$ cat src/hw/frc_consts.vh
// Constants for the free-format serial receive command block.
// Included by the block's design files; definitions only.
`ifndef FRC_CONSTS_VH
`define FRC_CONSTS_VH

// Per-slot registers: slot 0 at 0x00, slot 1 at 0x20, offset in haddr[4:0]
`define FRC_OFF_CHAN 5'h00
`define FRC_OFF_RESULT 5'h04
`define FRC_OFF_COUNT 5'h08
`define FRC_OFF_LIMIT 5'h0c
`define FRC_OFF_DEST 5'h10
`define FRC_OFF_CTRL 5'h14

// Global registers
`define FRC_ADDR_CMD 8'h40
`define FRC_ADDR_OTHER 8'h44
`define FRC_ADDR_STAT 8'h48

// Slot control word bits
`define FRC_CTRL_GO 0
`define FRC_CTRL_ACTIVE 0
`define FRC_CTRL_DONE 1
`define FRC_CTRL_ABN 2

// Command word fields
`define FRC_CMD_OP_LSB 0
`define FRC_CMD_OP_MSB 2
`define FRC_CMD_CH_LSB 4
`define FRC_CMD_CH_MSB 5
`define FRC_CMD_UNIT 8
`define FRC_OP_CFG 3'h1
`define FRC_OP_REINIT 3'h2
`define FRC_OP_PROTO 3'h3

// Channel selector values
`define FRC_CHAN_ONE 16'h0001
`define FRC_CHAN_TWO 16'h0002

// Result codes
`define FRC_RES_OK 16'h0000
`define FRC_ERR_SIMUL 16'h7ff0
`define FRC_ERR_PROTO 16'h7ff2
`define FRC_ERR_CHAN 16'h7f01

// Receive buffer: 16 units per channel
`define FRC_BUF_AW 4
`define FRC_DW 16

// Reset values and re-initialisation length
`define FRC_UNIT_RESET 2'b00
`define FRC_REINIT_CYCLES 5'h10

`endif

$ cat src/hw/frc_mem.v
// Receive buffer memory shared by both channels, channel in the top address bit.
// One write port, one read port; read data is registered one cycle after address.
`timescale 1ns/100ps
`include "frc_consts.vh"

module frc_mem (
  input wire i_clk,
  input wire i_we,
  input wire [`FRC_BUF_AW:0] i_waddr,
  input wire [`FRC_DW-1:0] i_wdata,
  input wire [`FRC_BUF_AW:0] i_raddr,
  output reg [`FRC_DW-1:0] o_rdata
);

  reg [`FRC_DW-1:0] mem [0:(2<<`FRC_BUF_AW)-1];

  always @(posedge i_clk) begin
    if (i_we) begin
      mem[i_waddr] <= i_wdata;
    end
    o_rdata <= mem[i_raddr];
  end

endmodule

$ cat src/hw/frc_top.v
// Free-format serial receive command block with an AHB-Lite register slave.
// Assumes a single clock, synchronous inputs, one scan-end pulse per host scan,
// and a destination memory that accepts one write per cycle without stalling.
//
// Overview of operation
// Host addresses module by its base select
// Channel selector word: 1 or 2 only
// Result word: zero ok, else error code
// Count word holds units delivered, zero or more
// Host sets limit of at least one
// Counts in bytes or words per channel
// Host issues receive only on read request
// Copy buffered data to consecutive destination words
// Excess data discarded, still normal completion
// Truncated receive reports limit as count
// Second receive on busy channel ignored
// Busy restrictions apply per channel only
// Config change during receive fails 7FF0
// Config change before receive runs concurrently
// Host avoids interrupt receive alongside receive
// Later of receive and reinit fails 7FF0
// Other-protocol command during receive fails 7FF2
// Completion flag set and cleared at scan end
// Abnormal flag stays low on success
// Abnormal flag pulses with completion on failure
// Failure sets abnormal flag and error result
// Host waits for completion flag low
// Data buffered per channel until read out
//
// The address map and the AHB-Lite interface to the registers are this design's own decisions.
`timescale 1ns/100ps
`include "frc_consts.vh"

module frc_top (
  input wire i_clk,
  input wire i_rst,
  input wire i_hsel,
  input wire [31:0] i_haddr,
  input wire [1:0] i_htrans,
  input wire i_hwrite,
  input wire [2:0] i_hsize,
  input wire [31:0] i_hwdata,
  input wire i_hready,
  output wire o_hreadyout,
  output wire o_hresp,
  output reg [31:0] o_hrdata,
  input wire [1:0] i_rx_valid,
  input wire [15:0] i_rx_data_ch1,
  input wire [15:0] i_rx_data_ch2,
  output wire [1:0] o_rx_ready,
  input wire i_scan_end,
  output wire [1:0] o_read_request,
  output reg o_dst_we,
  output reg [15:0] o_dst_addr,
  output wire [15:0] o_dst_data,
  output reg [1:0] o_completion_flag,
  output reg [1:0] o_abnormal_flag
);

  localparam ST_IDLE = 3'b001;
  localparam ST_COPY = 3'b010;
  localparam ST_DROP = 3'b100;

  function ch_ok;
    input [15:0] v;
    begin
      ch_ok = (v == `FRC_CHAN_ONE) || (v == `FRC_CHAN_TWO);
    end
  endfunction

  function [4:0] fill;
    input [4:0] wr;
    input [4:0] rd;
    begin
      fill = wr - rd;
    end
  endfunction

  function [4:0] clip;
    input [4:0] avail;
    input [15:0] lim;
    begin
      if (lim < {11'h000, avail}) begin
        clip = lim[4:0];
      end else begin
        clip = avail;
      end
    end
  endfunction

  // Per-slot command state
  reg [15:0] chan_sel [0:1];
  reg [15:0] result [0:1];
  reg [15:0] count [0:1];
  reg [15:0] limit [0:1];
  reg [15:0] dest [0:1];
  reg [1:0] active;
  reg [1:0] queued;
  reg [1:0] done_pend;
  reg [1:0] abn_pend;

  // Per-channel buffer state
  reg [4:0] wr_ptr [0:1];
  reg [4:0] rd_ptr [0:1];
  reg [1:0] unit_words;

  reg [15:0] other_result;
  reg reinit_active;
  reg [4:0] reinit_cnt;

  // Copy engine
  reg [2:0] state;
  reg eng_slot;
  reg eng_ch;
  reg [4:0] eng_avail;
  reg [4:0] eng_n;
  reg [4:0] eng_idx;
  reg [15:0] eng_dest;

  // Bus data phase
  reg d_wr;
  reg [7:0] d_addr;
  reg [31:0] rd_val;
  reg rs;

  wire a_take = i_hsel & i_hready & i_htrans[1];
  assign o_hreadyout = 1'b1;
  assign o_hresp = 1'b0;
  wire [4:0] fill0 = fill(wr_ptr[0], rd_ptr[0]);
  wire [4:0] fill1 = fill(wr_ptr[1], rd_ptr[1]);
  assign o_read_request = {fill1 != 5'h00, fill0 != 5'h00};
  // Channel 1 wins a shared write cycle; channel 2 is stalled, never dropped
  wire wr_a = i_rx_valid[0] & ~fill0[4] & ~reinit_active;
  wire wr_b = i_rx_valid[1] & ~fill1[4] & ~reinit_active & ~wr_a;
  assign o_rx_ready = {~fill1[4] & ~reinit_active & ~wr_a, ~fill0[4] & ~reinit_active};
  wire [15:0] rx_raw = wr_a ? i_rx_data_ch1 : i_rx_data_ch2;
  wire wr_unit = wr_a ? unit_words[0] : unit_words[1];
  wire [15:0] rx_wdata = wr_unit ? rx_raw : {8'h00, rx_raw[7:0]};
  wire [4:0] wr_sel_ptr = wr_a ? wr_ptr[0] : wr_ptr[1];
  wire [4:0] mem_waddr = {wr_b, wr_sel_ptr[3:0]};
  wire [4:0] rd_base = rd_ptr[eng_ch];
  wire [3:0] rd_off = rd_base[3:0] + eng_idx[3:0];
  wire [4:0] mem_raddr = {eng_ch, rd_off};
  // Channel index of an active slot is bit 1 of its selector (1 -> 0, 2 -> 1)
  wire [1:0] rx_busy;
  assign rx_busy[0] = (active[0] & ~chan_sel[0][1]) | (active[1] & ~chan_sel[1][1]);
  assign rx_busy[1] = (active[0] & chan_sel[0][1]) | (active[1] & chan_sel[1][1]);
  wire pick_slot = ~queued[0];
  wire pick_ch = chan_sel[pick_slot][1];
  wire [4:0] pick_avail = pick_ch ? fill1 : fill0;
  wire slot_wr = d_wr & (d_addr[7:6] == 2'b00);
  wire ws = d_addr[5];
  wire [4:0] woff = d_addr[4:0];
  wire go = slot_wr & (woff == `FRC_OFF_CTRL) & i_hwdata[`FRC_CTRL_GO];
  wire cmd = d_wr & (d_addr == `FRC_ADDR_CMD);
  wire [2:0] cmd_op = i_hwdata[`FRC_CMD_OP_MSB:`FRC_CMD_OP_LSB];
  wire [15:0] cmd_ch = {14'h0000, i_hwdata[`FRC_CMD_CH_MSB:`FRC_CMD_CH_LSB]};
  wire cmd_idx = cmd_ch[1];

  frc_mem u_mem (
    .i_clk(i_clk),
    .i_we(wr_a | wr_b),
    .i_waddr(mem_waddr),
    .i_wdata(rx_wdata),
    .i_raddr(mem_raddr),
    .o_rdata(o_dst_data)
  );

  always @* begin
    rd_val = 32'h00000000;
    rs = i_haddr[5];
    if (i_haddr[31:8] != 24'h000000) begin
      rd_val = 32'h00000000;
    end else if (i_haddr[7:6] == 2'b00) begin
      if (i_haddr[4:0] == `FRC_OFF_CHAN) begin
        rd_val = {16'h0000, chan_sel[rs]};
      end else if (i_haddr[4:0] == `FRC_OFF_RESULT) begin
        rd_val = {16'h0000, result[rs]};
      end else if (i_haddr[4:0] == `FRC_OFF_COUNT) begin
        rd_val = {16'h0000, count[rs]};
      end else if (i_haddr[4:0] == `FRC_OFF_LIMIT) begin
        rd_val = {16'h0000, limit[rs]};
      end else if (i_haddr[4:0] == `FRC_OFF_DEST) begin
        rd_val = {16'h0000, dest[rs]};
      end else if (i_haddr[4:0] == `FRC_OFF_CTRL) begin
        rd_val = {29'h00000000, o_abnormal_flag[rs], o_completion_flag[rs], active[rs]};
      end
    end else if (i_haddr[7:0] == `FRC_ADDR_OTHER) begin
      rd_val = {16'h0000, other_result};
    end else if (i_haddr[7:0] == `FRC_ADDR_STAT) begin
      rd_val = {27'h0000000, reinit_active, unit_words, o_read_request};
    end
  end

  always @(posedge i_clk) begin
    if (i_rst) begin
      d_wr <= 1'b0;
      d_addr <= 8'h00;
      o_hrdata <= 32'h00000000;
    end else begin
      d_wr <= a_take & i_hwrite;
      d_addr <= i_haddr[7:0];
      if (a_take & ~i_hwrite) begin
        o_hrdata <= rd_val;
      end
    end
  end

  always @(posedge i_clk) begin
    if (i_rst) begin
      chan_sel[0] <= 16'h0000;
      chan_sel[1] <= 16'h0000;
      result[0] <= `FRC_RES_OK;
      result[1] <= `FRC_RES_OK;
      count[0] <= 16'h0000;
      count[1] <= 16'h0000;
      limit[0] <= 16'h0000;
      limit[1] <= 16'h0000;
      dest[0] <= 16'h0000;
      dest[1] <= 16'h0000;
      active <= 2'b00;
      queued <= 2'b00;
      done_pend <= 2'b00;
      abn_pend <= 2'b00;
      o_completion_flag <= 2'b00;
      o_abnormal_flag <= 2'b00;
      wr_ptr[0] <= 5'h00;
      wr_ptr[1] <= 5'h00;
      rd_ptr[0] <= 5'h00;
      rd_ptr[1] <= 5'h00;
      unit_words <= `FRC_UNIT_RESET;
      other_result <= `FRC_RES_OK;
      reinit_active <= 1'b0;
      reinit_cnt <= 5'h00;
      state <= ST_IDLE;
      eng_slot <= 1'b0;
      eng_ch <= 1'b0;
      eng_avail <= 5'h00;
      eng_n <= 5'h00;
      eng_idx <= 5'h00;
      eng_dest <= 16'h0000;
      o_dst_we <= 1'b0;
      o_dst_addr <= 16'h0000;
    end else begin
      o_dst_we <= 1'b0;

      // Flags follow the pending bits at each scan end; a completion in the
      // same cycle lands below and survives into the next scan
      if (i_scan_end) begin
        o_completion_flag <= done_pend;
        o_abnormal_flag <= abn_pend;
        done_pend <= 2'b00;
        abn_pend <= 2'b00;
      end
      if (wr_a) begin
        wr_ptr[0] <= wr_ptr[0] + 5'h01;
      end
      if (wr_b) begin
        wr_ptr[1] <= wr_ptr[1] + 5'h01;
      end
      // Parameters of an active slot are frozen so its channel stays known
      if (slot_wr & ~active[ws]) begin
        if (woff == `FRC_OFF_CHAN) begin
          chan_sel[ws] <= i_hwdata[15:0];
        end else if (woff == `FRC_OFF_LIMIT) begin
          limit[ws] <= i_hwdata[15:0];
        end else if (woff == `FRC_OFF_DEST) begin
          dest[ws] <= i_hwdata[15:0];
        end
      end

      if (go & ~active[ws]) begin
        if (!ch_ok(chan_sel[ws])) begin
          result[ws] <= `FRC_ERR_CHAN;
          count[ws] <= 16'h0000;
          done_pend[ws] <= 1'b1;
          abn_pend[ws] <= 1'b1;
        end else if (active[~ws] && chan_sel[~ws] == chan_sel[ws]) begin
          result[ws] <= result[ws];
        end else if (reinit_active) begin
          result[ws] <= `FRC_ERR_SIMUL;
          count[ws] <= 16'h0000;
          done_pend[ws] <= 1'b1;
          abn_pend[ws] <= 1'b1;
        end else begin
          active[ws] <= 1'b1;
          queued[ws] <= 1'b1;
        end
      end

      if (cmd) begin
        if (cmd_op == `FRC_OP_CFG) begin
          if (!ch_ok(cmd_ch)) begin
            other_result <= `FRC_ERR_CHAN;
          end else if (rx_busy[cmd_idx]) begin
            other_result <= `FRC_ERR_SIMUL;
          end else begin
            unit_words[cmd_idx] <= i_hwdata[`FRC_CMD_UNIT];
            other_result <= `FRC_RES_OK;
          end
        end else if (cmd_op == `FRC_OP_REINIT) begin
          if ((|active) | reinit_active) begin
            other_result <= `FRC_ERR_SIMUL;
          end else begin
            reinit_active <= 1'b1;
            reinit_cnt <= `FRC_REINIT_CYCLES;
            other_result <= `FRC_RES_OK;
          end
        end else if (cmd_op == `FRC_OP_PROTO) begin
          if (ch_ok(cmd_ch) && rx_busy[cmd_idx]) begin
            other_result <= `FRC_ERR_PROTO;
          end else begin
            other_result <= `FRC_RES_OK;
          end
        end
      end

      // Re-initialisation flushes both buffers and restores unit modes
      if (reinit_active) begin
        reinit_cnt <= reinit_cnt - 5'h01;
        if (reinit_cnt == 5'h01) begin
          reinit_active <= 1'b0;
          wr_ptr[0] <= 5'h00;
          wr_ptr[1] <= 5'h00;
          rd_ptr[0] <= 5'h00;
          rd_ptr[1] <= 5'h00;
          unit_words <= `FRC_UNIT_RESET;
        end
      end

      case (state)
        ST_IDLE: begin
          if (|queued) begin
            eng_slot <= pick_slot;
            eng_ch <= pick_ch;
            eng_avail <= pick_avail;
            eng_n <= clip(pick_avail, limit[pick_slot]);
            eng_idx <= 5'h00;
            eng_dest <= dest[pick_slot];
            queued[pick_slot] <= 1'b0;
            state <= ST_COPY;
          end
        end
        ST_COPY: begin
          if (eng_idx == eng_n) begin
            state <= ST_DROP;
          end else begin
            o_dst_we <= 1'b1;
            o_dst_addr <= eng_dest + {11'h000, eng_idx};
            eng_idx <= eng_idx + 5'h01;
          end
        end
        ST_DROP: begin
          // Units beyond the limit are released unread
          rd_ptr[eng_ch] <= rd_ptr[eng_ch] + eng_avail;
          result[eng_slot] <= `FRC_RES_OK;
          count[eng_slot] <= {11'h000, eng_n};
          done_pend[eng_slot] <= 1'b1;
          active[eng_slot] <= 1'b0;
          state <= ST_IDLE;
        end
        default: begin
          state <= ST_IDLE;
        end
      endcase
    end
  end

endmodule

$ cat config.mk
export PLATFORM = sky130hd
export DESIGN_NAME = frc_top
export DESIGN_NICKNAME = d
export VERILOG_FILES = /design/src/hw/frc_mem.v /design/src/hw/frc_top.v
export VERILOG_INCLUDE_DIRS = /design/src /design/src/hw
export SDC_FILE = /design/constraint.sdc
export NUM_CORES = 1
export LEC_CHECK = 0
export BUFFER_PORTS_ARGS = -buffer_cell sky130_fd_sc_hd__buf_2
export CAP_MARGIN = 0
export CORE_ASPECT_RATIO = 0.75
export CORE_UTILIZATION = 42
export DETAILED_ROUTE_END_ITERATION = 10
export PLACE_DENSITY = 0.64
export SYNTH_ARGS = -nofsm -noshare
export SYNTH_HDL_FRONTEND = slang
export SYNTH_SLANG_ARGS = --single-unit
$ cat constraint.sdc
create_clock -name i_clk -period 5.9 [get_ports i_clk]
set_input_delay 1.18 -clock i_clk [delete_from_list [all_inputs] [get_ports i_clk]]
set_output_delay 1.18 -clock i_clk [all_outputs]
set_load 0.02 [all_outputs]
# Word-level counts from Yosys, hierarchy flattened
# Memory sizes are Yosys's and may differ from the RTL's. A register that Yosys moved wholly into a read port is not among the register bits.
# Index checks and enable logic that the tools add are counted.
[word_totals] ff_bits=114 ram_bits=670 input_bits=109 out_inout_bits=75 elab_cells=346 n_memories=8
[classes] add_sub_neg=9 order_cmp=11 eq_ne=30 n_mux=175 bitwise_logic=56 n_reduce_logical=36
[memory_table] name="u_mem.mem" depth=32 word_bits=16 rd=1 rd_clocked_by_memory_dff=1 write_ports=1 line_no="frc_mem.v:15" source="reg [`FRC_DW-1:0] mem [0:(2<<`FRC_BUF_AW)-1];"
[memory_table] name="chan_sel" depth=2 word_bits=16 rd=6 rd_clocked_by_memory_dff=1 write_ports=2 line_no="frc_top.v:92" source="reg [15:0] chan_sel [0:1];"
[memory_table] name="dest" depth=2 word_bits=16 rd=2 rd_clocked_by_memory_dff=1 write_ports=2 line_no="frc_top.v:96" source="reg [15:0] dest [0:1];"
[memory_table] name="limit" depth=2 word_bits=16 rd=2 rd_clocked_by_memory_dff=0 write_ports=2 line_no="frc_top.v:95" source="reg [15:0] limit [0:1];"
[memory_table] name="result" depth=2 word_bits=16 rd=1 rd_clocked_by_memory_dff=0 write_ports=2 line_no="frc_top.v:93" source="reg [15:0] result [0:1];"
[memory_table] name="count" depth=2 word_bits=5 rd=1 rd_clocked_by_memory_dff=0 write_ports=2 line_no="frc_top.v:94" source="reg [15:0] count [0:1];"
[memory_table] name="+2 memories"
[op_table] op="two-way mux 16 bit" count=18
[op_table] op="two-way mux 5 bit" count=19
[op_table] op="two-way mux 1 bit" count=88
[op_table] op="OR reduction 16 bit" count=5
[op_table] op="two-way mux 2 bit" count=33
[op_table] op="two-way mux 32 bit" count=2
[op_table] op="two-way mux 15 bit" count=4
[op_table] op="equality test 8 x 7 -> 1 bit (second input constant)" count=3
[op_table] op="nonzero test 24 bit" count=1
[op_table] op="AND 1 bit" count=22
[op_table] op="equality test 5 bit (second input constant)" count=4
[op_table] op="adder 16 x 5 -> 16 bit" count=1
[op_table] op="equality test 16 x 1 -> 1 bit (second input constant)" count=1
[op_table] op="equality test 16 bit" count=1
[op_table] op="equality test 16 x 2 -> 1 bit (second input constant)" count=1
[op_table] op="< comparator 16 x 5 -> 1 bit" count=1
[op_table] op="adder 5 x 1 -> 5 bit (second input constant)" count=3
[op_table] op="equality test 5 x 4 -> 1 bit (second input constant)" count=3
[op_table] op="OR 1 bit" count=13
[op_table] op="< comparator 1 x 2 -> 1 bit (second input constant)" count=6
[op_table] op="inverter 1 bit" count=12
[op_table] op="logical NOT 5 bit" count=2
[op_table] op="inequality test 2 bit (second input constant)" count=5
[op_table] op="OR 2 bit" count=5
[op_table] op="other kinds (33)" count=64

# Logic depth before layout (Yosys ltp)
# Gate-level depths: netlist of run 1.
[logic_depth] word_depth=14 mapped_depth=14 mapped_depth_nobuf=13

# Cells and area by module
# Synthesis of run 1 repeated with hierarchy kept, for this count alone.
[hier_totals] cells_unflattened=2385 area_unflattened_um2=33170.6
[modules_own_cells] module="frc_mem" n_inst=1 cells_each=1143 area_each_um2=20534.7 seq_area_each_um2=15695.1
[modules_own_cells] module="frc_top" n_inst=1 cells_each=1242 area_each_um2=12635.9 seq_area_each_um2=5965.7

# Worst setup path before layout of run 1
# OpenSTA, ideal clock, no wires.
[synth_path] kind="reg2reg" start="memory wr_ptr[0][0]" end="memory u_mem.mem[21][0] (netlist name) (enable)" setup_ns=0.436 t_arrival_ns=3.748 required_ns=5.464 path_slack_ns=1.716 stages_incl_launch_ff=12 n_path_buf=2 period_less_slack_ns=4.184 cell_sequence="edfxtp_1 > clkbuf_1 > inv_1 > ha_1 > inv_1 > fa_1 > nand3_1 > a21oi_1 > o211a_1 > nand2b_1 > clkbuf_1 > nor4b_1"
[synth_lines] element="from (decl)" line_no="frc_top.v:103" source="reg [4:0] wr_ptr [0:1];"
[synth_lines] element="to (decl)" line_no="frc_mem.v:15"

==> results_dict.tcl, run 1 <==
set metrics [dict create \
    cts_max_level 3 \
    cp_data_required_time_ns 4.72 \
    place_area_sq_mm 0.0350 \
    crit_chain "inv_1 -> ha_1 -> inv_1 -> fa_1 -> nand3_1 -> a21oi_1 -> o211a_1 -> nor3_1 -> buf_2" \
    p_per_area_mw_per_mm2 317 \
    multi_input_area_sq_mm 0.0106 \
    die_area_sq_mm 0.0792 \
    endpoint_kind "output port" \
    gp_congestion 0.939 \
    wl_per_cell_um 24.5 \
    setup_violations 0 \
    postRouteAntennaNets 0 \
    die_w_um 325 \
    fin_setup_tns_ns 0 \
    arrival_ns 3.10 \
    root_buffer "clkbuf_16" \
    grt_start_max_net_pins 45 \
    io_pins 184 \
    synth-seq-area-share 0.661 \
    p_comb_frac 0.073 \
    grt_pass1_wl_um 122000 \
    yosys-top-cells-count "edfxtp_1, mux4_2, dfxtp_1" \
    path_class "flop to output port" \
    max_freq_ghz 0.234 \
    firstDrtPassIters 5 \
    post_cts_resize_count 0 \
    syn_inst 2085 \
    start_util 0.425 \
    antenna_found_initial 5 \
    cp_top_family "flip-flops" \
    worstPathMaxFanout 10 \
    synth_cell_types 83 \
    nFillCells 6545 \
    rows 88 \
    synth_area_leader_cell "edfxtp_1" \
    cts.sinks 763 \
    switching_share 0.232 \
    grt_pass1_vias 18700 \
    hold_buffers 0 \
    start_kind "flop" \
    peakVddDrop_uv 210 \
    avgSynthCellArea_sq_um 15.7 \
    async_flop_share 0 \
    synth-seq-cells 763 \
    fin_crit_ns 4.28 \
    slew_headroom 0.208 \
    synth_top_area_frac 0.584 \
    vias_per_cell 5.68 \
    met3_length_um 7510 \
    switchingPower_w 0.00276 \
    drt-met1-wl_um 38300 \
    syn_area_sq_mm 0.0328 \
    postCtsSetupBuffers 0 \
    yosysWarnings 0 \
    hold_viol 0 \
    muxShareOfSynthArea 0.152 \
    hold_class "flop to flop" \
    areaGrowthSynthToFinish_pct 14.5 \
    slowest_delay_ns 0.62 \
    synthSimpleGateAreaFrac 0.0815 \
    drv_slew 0 \
    worst_path_most_repeated_cell "inv_1" \
    clock_latency_ns 0.64 \
    drive_above_1_share 0.247 \
    die_y_um 244 \
    fin_worst_skew_ns 0.0255 \
    regArea_sq_mm 0.0217 \
    top_layer "met4" \
    vias 19100 \
    yosys-top-cells-area "edfxtp_1, mux4_2, dfxtp_1" \
    drtIter0Drc 2157 \
    synth_top_family_by_area "multiplexers" \
    maxCapViolations 0 \
    fp.coreArea_sq_mm 0.0771 \
    finalInstanceArea_sq_mm 0.0375 \
    p_leak_nw 12.3 \
    clkPwrFrac 0.413 \
    power_frac_seq 0.514 \
    synth_fa_ha_area_frac 0.0141 \
    dp_hpwl_um 55300 \
    met2_length_um 35300 \
    drc 0 \
    yosysMostFrequentCell "edfxtp_1" \
    status "complete, no violations" \
    track_usage 0.208 \
    nets 2407 \
    synth-main-ff-cell "edfxtp_1" \
    clock_path_buffers 3 \
    io_buffers 145 \
    synth_compound_area_frac 0.0522 \
    post-route-period-util 0.726 \
    p_int_w 0.00913 \
    grt_overflow 0 \
    cp.buffers_inverters 3 \
    drt-total-wl_um 82600 \
    synth_edf_count 638 \
    critPathSlowestCell "edfxtp_1" \
    cts_tree "done" \
    worstMarginPinSlew_ns 1.19 \
    cts.clk_slew.worst_paths_ns 0.06 \
    numCtsBuffers 79 \
    synth_xor_area_frac 0.0148 \
    rsz0062_at_grt "no" \
]
final cells by class:
type                    count  area share
diodes                      4    0.000267
clock buffers             108      0.0580
clock inverters            36     0.00990
inverters                  48     0.00480
multi-input cells        1161       0.282
flip-flops and latches    763       0.577
well taps                1035      0.0345
repair buffers            211      0.0335
kinds of logic (layout without fill, tap and decap cells):
group / after synthesis / count (layout)
and+or+nand+nor: 498 / 498
AOI/OAI and AO/OA: 254 / 254
buffers and inverters: 177 / 403
DFF: 763 / 763
muxes: 304 / 304
other: 2 / 22
xor gates and xnor gates: 53 / 53
adders and majority gates: 34 / 34
metal layers:
| metal | up-vias | global-route usage |
|---|---|---|
| met5 | - | 0 |
| met4 | 0 | 0.0484 |
| met3 | 105 | 0.0507 |
| met2 | 741 | 0.296 |
| met1 | 9801 | 0.320 |
| li1 | 8483 | - |
final timing paths:
kind | start | endpoint | depth (start not counted) | slack (ns)
max | wr_ptr[0][0] | o_rx_ready[1] | 9 | 1.62
min reg2reg | o_dst_addr[4] | o_dst_addr[4] | 2 | 0.46
max reg2reg | flop | u_mem.o_rdata[9] | 10 | 1.77
min | o_dst_addr[4] | o_dst_addr[4] | 2 | 0.46
registers in the layout (all words and copies together) (netlist names), 3 cells and up, named ones only:
register,count
limit,32
dest,32
o_dst_addr,16
o_hrdata,16
eng_dest,16
eng_n,5
u_mem.mem,512
rd_ptr,10
u_mem.o_rdata,16
state,3
eng_avail,5
eng_idx,5
chan_sel,32
d_addr,8
result,6
count,10
wr_ptr,10
other_result,4
reinit_cnt,5
power by group through the flow:
| stage | combinational, W | clock [W] | sequential, W |
|---|---|---|---|
| CTS | 0.000868 | 0.00499 | 0.00611 |
| floorplan | 0.000538 | 0 | 0.00619 |
| global route | 0.000928 | 0.00520 | 0.00612 |
| detailed placement | 0.000865 | 0 | 0.00623 |
| global placement | 0.000842 | 0 | 0.00622 |
| finish | 0.000865 | 0.00491 | 0.00611 |
through the flow:
step / power, W / hold slack [ns] / setup slack, ns / instances / utilization
after floorplan: 0.00673 / 0.441 / 1.72 / 2101 / -
after global placement: 0.00706 / 0.442 / 1.79 / 3218 / 0.454
after detailed placement: 0.00709 / 0.455 / 1.75 / 3218 / 0.454
after CTS: 0.0120 / 0.462 / 1.55 / 3362 / 0.487
after global routing: 0.0123 / 0.487 / 1.49 / 3364 / 0.487
final: 0.0119 / 0.459 / 1.62 / 3366 / 0.487
cell usage in the layout, fill, tap and decap left out, drive strengths merged, types with 11 or more instances in the layout:
master	n
xnor2	27
nor2	107
ha	29
inv	49
a211oi	39
nand2	73
o21a	13
nand3	39
a21o	11
nor2b	17
and2	104
a21oi	48
mux2i	120
conb	18
buf	211
nor4	30
dfxtp	125
mux4	150
clkbuf	108
nor3	47
o21ai	65
edfxtp	638
xor2	25
mux2	34
clkinv	26
worst reg2reg max path: cells and delay by family (launching register included):
family | cells | cell delay, ns
fa+ha+maj | 2 | 1.38
mux | 4 | 1.28
buf+inv | 4 | 0.90
flops | 1 | 0.47
No activity file was read; power rests on OpenSTA's default activity.
==> run 2, diff against run 1 <==
--- a/config.mk
+++ b/config.mk
@@ -6,6 +6,7 @@
 export SDC_FILE = /design/constraint.sdc
 export NUM_CORES = 1
 export LEC_CHECK = 0
+export ABC_AREA = 1
 export BUFFER_PORTS_ARGS = -buffer_cell sky130_fd_sc_hd__buf_2
 export CAP_MARGIN = 0
 export CORE_ASPECT_RATIO = 0.75
==> constraint.sdc (replaced) <==
create_clock -name i_clk -period 4.4 [get_ports i_clk]
set_input_delay 0.88 -clock i_clk [delete_from_list [all_inputs] [get_ports i_clk]]
set_output_delay 0.88 -clock i_clk [all_outputs]
set_load 0.02 [all_outputs]
==> results_dict.tcl, run 2 <==
set metrics [dict create \
    grt_pass1_wl_um 130000 \
    crit_chain "inv_1 -> ha_1 -> inv_1 -> fa_1 -> nand3_1 -> nand3_1 -> nand2_1 -> nor2_4 -> nand2_4 -> nand3_1 -> inv_1 -> buf_2" \
    r2r_slack_ns 0.77 \
    cts_max_level 3 \
    synth-main-ff-cell "edfxtp_1" \
    syn_area_sq_mm 0.0332 \
    start_util 0.428 \
    largest_reg_flops 512 \
    post-route-period-util 0.871 \
    postCtsSetupBuffers 0 \
    io_pins 184 \
    dp_hpwl_um 55200 \
    die_area_sq_mm 0.0803 \
    drt-total-wl_um 87000 \
    start_kind "flop" \
    numCtsBuffers 79 \
    worstPathMaxFanout 27 \
    path_class "flop to output port" \
    synth_edf_count 638 \
    yosysWarnings 0 \
    drc 0 \
    gr-max-usage-layer "met1" \
    gp_congestion 0.919 \
    hold_buffers 0 \
    cts.sinks 763 \
    drv_slew 0 \
    avgSynthCellArea_sq_um 11.3 \
    min_to "result[1][13]" \
    cts.clk_slew.worst_paths_ns 0.06 \
    final_cells 4206 \
    status "complete, no violations" \
    vias 22800 \
    io_buffers 145 \
    slew_headroom 0.398 \
    met3_usage 0.0513 \
    yosys-top-cells-count "edfxtp_1, nand2_1, nor2_1" \
    peakVddDrop_uv 332 \
    synth_top_area_frac 0.576 \
    p_per_area_mw_per_mm2 431 \
    slowest_delay_ns 0.43 \
    p_int_w 0.0123 \
    max_freq_ghz 0.261 \
    clkPwrFrac 0.403 \
    setup_violations 0 \
    fin_crit_ns 3.83 \
    hold_path_depth 2 \
    firstDrtPassIters 6 \
    vias_per_cell 5.43 \
    grt_use_met2 0.296 \
    switching_share 0.247 \
    die_w_um 327 \
    yosys-top-cells-area "edfxtp_1, dfxtp_1, nand2_1" \
    hp-start "result[1][13]" \
    grt_start_max_net_pins 78 \
    p_leak_nw 14.4 \
    synth_area_leader_cell "edfxtp_1" \
    layout_commonest_cell "edfxtp_1" \
    place_inst 4058 \
    synth-seq-cells 763 \
    holdWs_ns 0.454 \
    hold_class "flop to flop" \
    drtIter0Drc 2367 \
    async_flop_share 0 \
    nFillCells 6899 \
    arrival_ns 2.95 \
    rows 88 \
    p_comb_frac 0.093 \
    die_y_um 246 \
    timing.rr.end "u_mem.o_rdata[4]" \
    layout_common_cells "edfxtp_1, nand2_1, nor2_1" \
    antenna_found_initial 3 \
    endpoint_kind "output port" \
    synth_cell_types 53 \
    switchingPower_w 0.00403 \
    wl_per_cell_um 20.7 \
    met1_usage 0.332 \
    nets 3247 \
    areaGrowthSynthToFinish_pct 14.0 \
    worstMarginPinSlew_ns 0.902 \
    rsz0062_at_grt "no" \
    fin_setup_tns_ns 0 \
    grt_overflow 0 \
    root_buffer "clkbuf_16" \
    track_usage 0.214 \
    clock_path_buffers 3 \
    cts_tree "done" \
    yosysMostFrequentCell "edfxtp_1" \
    fp.coreArea_sq_mm 0.0776 \
    cp_data_required_time_ns 3.52 \
    worstRegToRegCells 12 \
    post_cts_resize_count 0 \
    fin_worst_skew_ns 0.0177 \
    clock_latency_ns 0.63 \
    multi_input_area_sq_mm 0.0102 \
    drive_above_1_share 0.123 \
    largest-register "u_mem.mem" \
    syn_inst 2943 \
    synth-seq-area-share 0.652 \
    regArea_sq_mm 0.0217 \
    grt_pass1_vias 21000 \
    critPathSlowestCell "edfxtp_1" \
    power_frac_seq 0.505 \
    postRouteAntennaNets 0 \
    critical_path.startpoint "wr_ptr[0][0]" \
    maxCapViolations 0 \
    hold_viol 0 \
]
==> run 2: layout make-up <==
| class | count | area share |
|---|---|---|
| Clock inverter | 45 | 0.0117 |
| Timing Repair Buffer | 227 | 0.0387 |
| Clock buffer | 102 | 0.0559 |
| Inverter | 182 | 0.0181 |
| Sequential cell | 763 | 0.572 |
| Antenna cell | 1 | 0.0000660 |
| Multi-Input combinational cell | 1851 | 0.270 |
| Tap cell | 1035 | 0.0342 |
==> run 2: critical path, delay by kind of cell (launching register included) <==
kind	cells	cell delay [ns]
buffers and inverters	4	0.50
and+or+nand+nor	6	0.87
DFF	1	0.43
adders and majority gates	2	0.54
==> run 2: per-layer routing <==
layer	part of all wire	routed length, um
met3	0.10	8700
met4	0.022	1910
met2	0.41	35600
met1	0.47	40800
met5	0.00015	13
==> run 2: cells by family after synthesis <==
kind of cell             synth area share
XOR/XNOR                           0.0127
adder cells (fa/ha/maj)            0.0139
buffers and inverters              0.0441
flip-flops                          0.652
AND/OR/NAND/NOR                     0.128
multiplexers                       0.0473
AO/OA/AOI/OAI                       0.102
other                            0.000226
==> run 2: power groups by stage <==
stage | registers (W) | logic (W) | clock network (W)
final | 0.00824 | 0.00151 | 0.00657
after global routing | 0.00825 | 0.00166 | 0.00694
after CTS | 0.00823 | 0.00151 | 0.00665
after detailed placement | 0.00839 | 0.00150 | 0
after global placement | 0.00838 | 0.00149 | 0
after floorplan | 0.00838 | 0.000908 | 0
==> run 2: metrics by stage <==
step                power (W)  worst slack (ns)   util  instance area [sq um]
floorplan             0.00929              1.09      -                  33300
global placement      0.00987             0.851  0.455                  35300
detailed placement    0.00989             0.797  0.455                  35300
CTS                    0.0164             0.523  0.488                  37900
global route           0.0169             0.283  0.488                  37900
finish                 0.0163             0.567  0.488                  37900
==> run 2: how the worst max path moves through the flow <==
stage / end / slack, ns / depth (start not counted)
final: o_rx_ready[1] / 0.57 / 12
after global routing: o_rx_ready[1] / 0.28 / 12
after CTS: o_rx_ready[1] / 0.52 / 12
after detailed placement: u_mem.mem[8][15] / 0.80 / 15
after global placement: u_mem.mem[8][15] / 0.85 / 15
after floorplan: u_mem.mem[3][0] / 1.09 / 13
==> run 3, diff against run 2 <==
--- a/config.mk
+++ b/config.mk
@@ -12,6 +12,7 @@
 export CORE_ASPECT_RATIO = 0.75
 export CORE_UTILIZATION = 42
 export DETAILED_ROUTE_END_ITERATION = 10
+export GPL_TIMING_DRIVEN = 0
 export PLACE_DENSITY = 0.64
 export SYNTH_ARGS = -nofsm -noshare
 export SYNTH_HDL_FRONTEND = slang
==> results_dict.tcl, run 3 (synthesis results as in run 2) <==
set metrics [dict create \
    status "complete, no violations" \
    postRouteAntennaNets 0 \
    track_usage 0.234 \
    switchingPower_w 0.00417 \
    cts_tree "done" \
    critPathSlowestCell "clkbuf_1" \
    gp_congestion 0.938 \
    die_area_sq_mm 0.0803 \
    largest_reg_flops 512 \
    p_int_w 0.0126 \
    drive_above_1_share 0.123 \
    finalInstanceArea_sq_mm 0.0383 \
    switching_share 0.249 \
    peakVddDrop_uv 285 \
    drtIter0Drc 2936 \
    start_kind "flop" \
    post_cts_resize_count 0 \
    post-route-util 0.494 \
    layout_common_cells "edfxtp_1, nand2_1, nor2_1" \
    max_freq_ghz 0.245 \
    fin_crit_ns 4.07 \
    cp_data_required_time_ns 4.97 \
    hold_class "flop to flop" \
    dp_hpwl_um 67100 \
    path_class "flop to flop" \
    die_w_um 327 \
    grt_pass1_vias 21800 \
    r2r_slack_ns 0.33 \
    setup_violations 0 \
    numCtsBuffers 79 \
    cp_top_family "buffers and inverters" \
    cts_max_level 3 \
    drc 0 \
    clock_latency_ns 0.64 \
    cts.sinks 763 \
    io_buffers 143 \
    largest-register "u_mem.mem" \
    p_comb_frac 0.095 \
    grt_overflow 0 \
    layout_commonest_cell "edfxtp_1" \
    die_y_um 246 \
    p_leak_nw 14.5 \
    fin_worst_skew_ns 0.0264 \
    drv_slew 0 \
    clock_path_buffers 3 \
    root_buffer "clkbuf_16" \
    wl_per_cell_um 22.2 \
    start_util 0.428 \
    grt_pass1_wl_um 139000 \
    io_pins 184 \
    power_frac_seq 0.491 \
    hold_viol 0 \
    fin_setup_tns_ns 0 \
    arrival_ns 4.64 \
    vias_per_cell 5.57 \
    crit_chain "buf_4 -> mux2_2 -> ha_1 -> inv_1 -> fa_1 -> clkbuf_1 -> clkbuf_1 -> o21ai_0 -> o221ai_1 -> nand3_1 -> o21ai_1 -> nand2_1 -> nand2_1" \
    worstPathMaxFanout 10 \
    maxCapViolations 0 \
    slowest_delay_ns 0.72 \
    vias 24000 \
    post-route-period-util 0.926 \
    p_per_area_mw_per_mm2 438 \
    postCtsSetupBuffers 0 \
    clkPwrFrac 0.414 \
    endpoint_kind "flop" \
    place_area_sq_mm 0.0356 \
    rows 88 \
    fp.coreArea_sq_mm 0.0776 \
    nets 3342 \
    drt-total-wl_um 95400 \
    rsz0062_at_grt "no" \
    areaGrowthSynthToFinish_pct 15.4 \
    hold_buffers 0 \
    firstDrtPassIters 6 \
    slew_headroom 0.0815 \
    grt_start_max_net_pins 33 \
    cp.buffers_inverters 4 \
    cts.clk_slew.worst_paths_ns 0.06 \
    antenna_found_initial 7 \
    worstMarginPinSlew_ns 1.38 \
]
run 3: worst min-delay path, cell delays in order, from the launching register on:
cell and delay, ns:
dfxtp_1 0.31, inv_1 0.05, a21oi_1 0.05
run 3: path summary, 6_finish.rpt:
kind	startpoint	endpoint	depth (start not counted)
setup / recovery	flop	u_mem.o_rdata[3]	13
hold / removal	result[1][13]	result[1][13]	2
setup reg to reg	flop	u_mem.o_rdata[3]	13
hold reg to reg	result[1][13]	result[1][13]	2
run 3: final cells by class:
class	count	area, sq um
diodes	1	2.50
plain buffers	163	782
clock buffers	106	2210
clock inverters	42	504
fillers	6951	39300
inverters	182	683
multi-input cells	1851	10200
flip-flops and latches	763	21700
well taps	1035	1290
repair buffers	159	963
run 3: metrics by stage:
step,cells,worst slack [ns],total power (W),hold WS (ns)
after floorplan,2959,1.09,0.00929,0.428
after global placement,4137,0.0747,0.00988,0.440
after detailed placement,4151,0.00799,0.00993,0.442
after CTS,4299,0.00951,0.0168,0.452
after global routing,4301,0.0852,0.0172,0.473
final,4302,0.325,0.0168,0.461
run 3: power groups by stage:
stage          registers (W)  clock network, W  logic [W]
2_1_floorplan        0.00838                 0   0.000908
3_3_place_gp         0.00839                 0    0.00149
3_5_place_dp         0.00839                 0    0.00154
4_1_cts              0.00824           0.00699    0.00155
5_1_grt              0.00825           0.00727    0.00171
6_report             0.00824           0.00695    0.00159
run 3: routing by layer:
layer  wire length [um]  GRT usage  part of all wire  vias to the layer above
met5                 27          0           0.00028                        -
met4               2170     0.0614             0.023                        4
met3              11800     0.0649              0.12                      142
met2              38000      0.313              0.40                     1304
met1              43400      0.365              0.46                    11500
li1                   -          -                 -                    11000
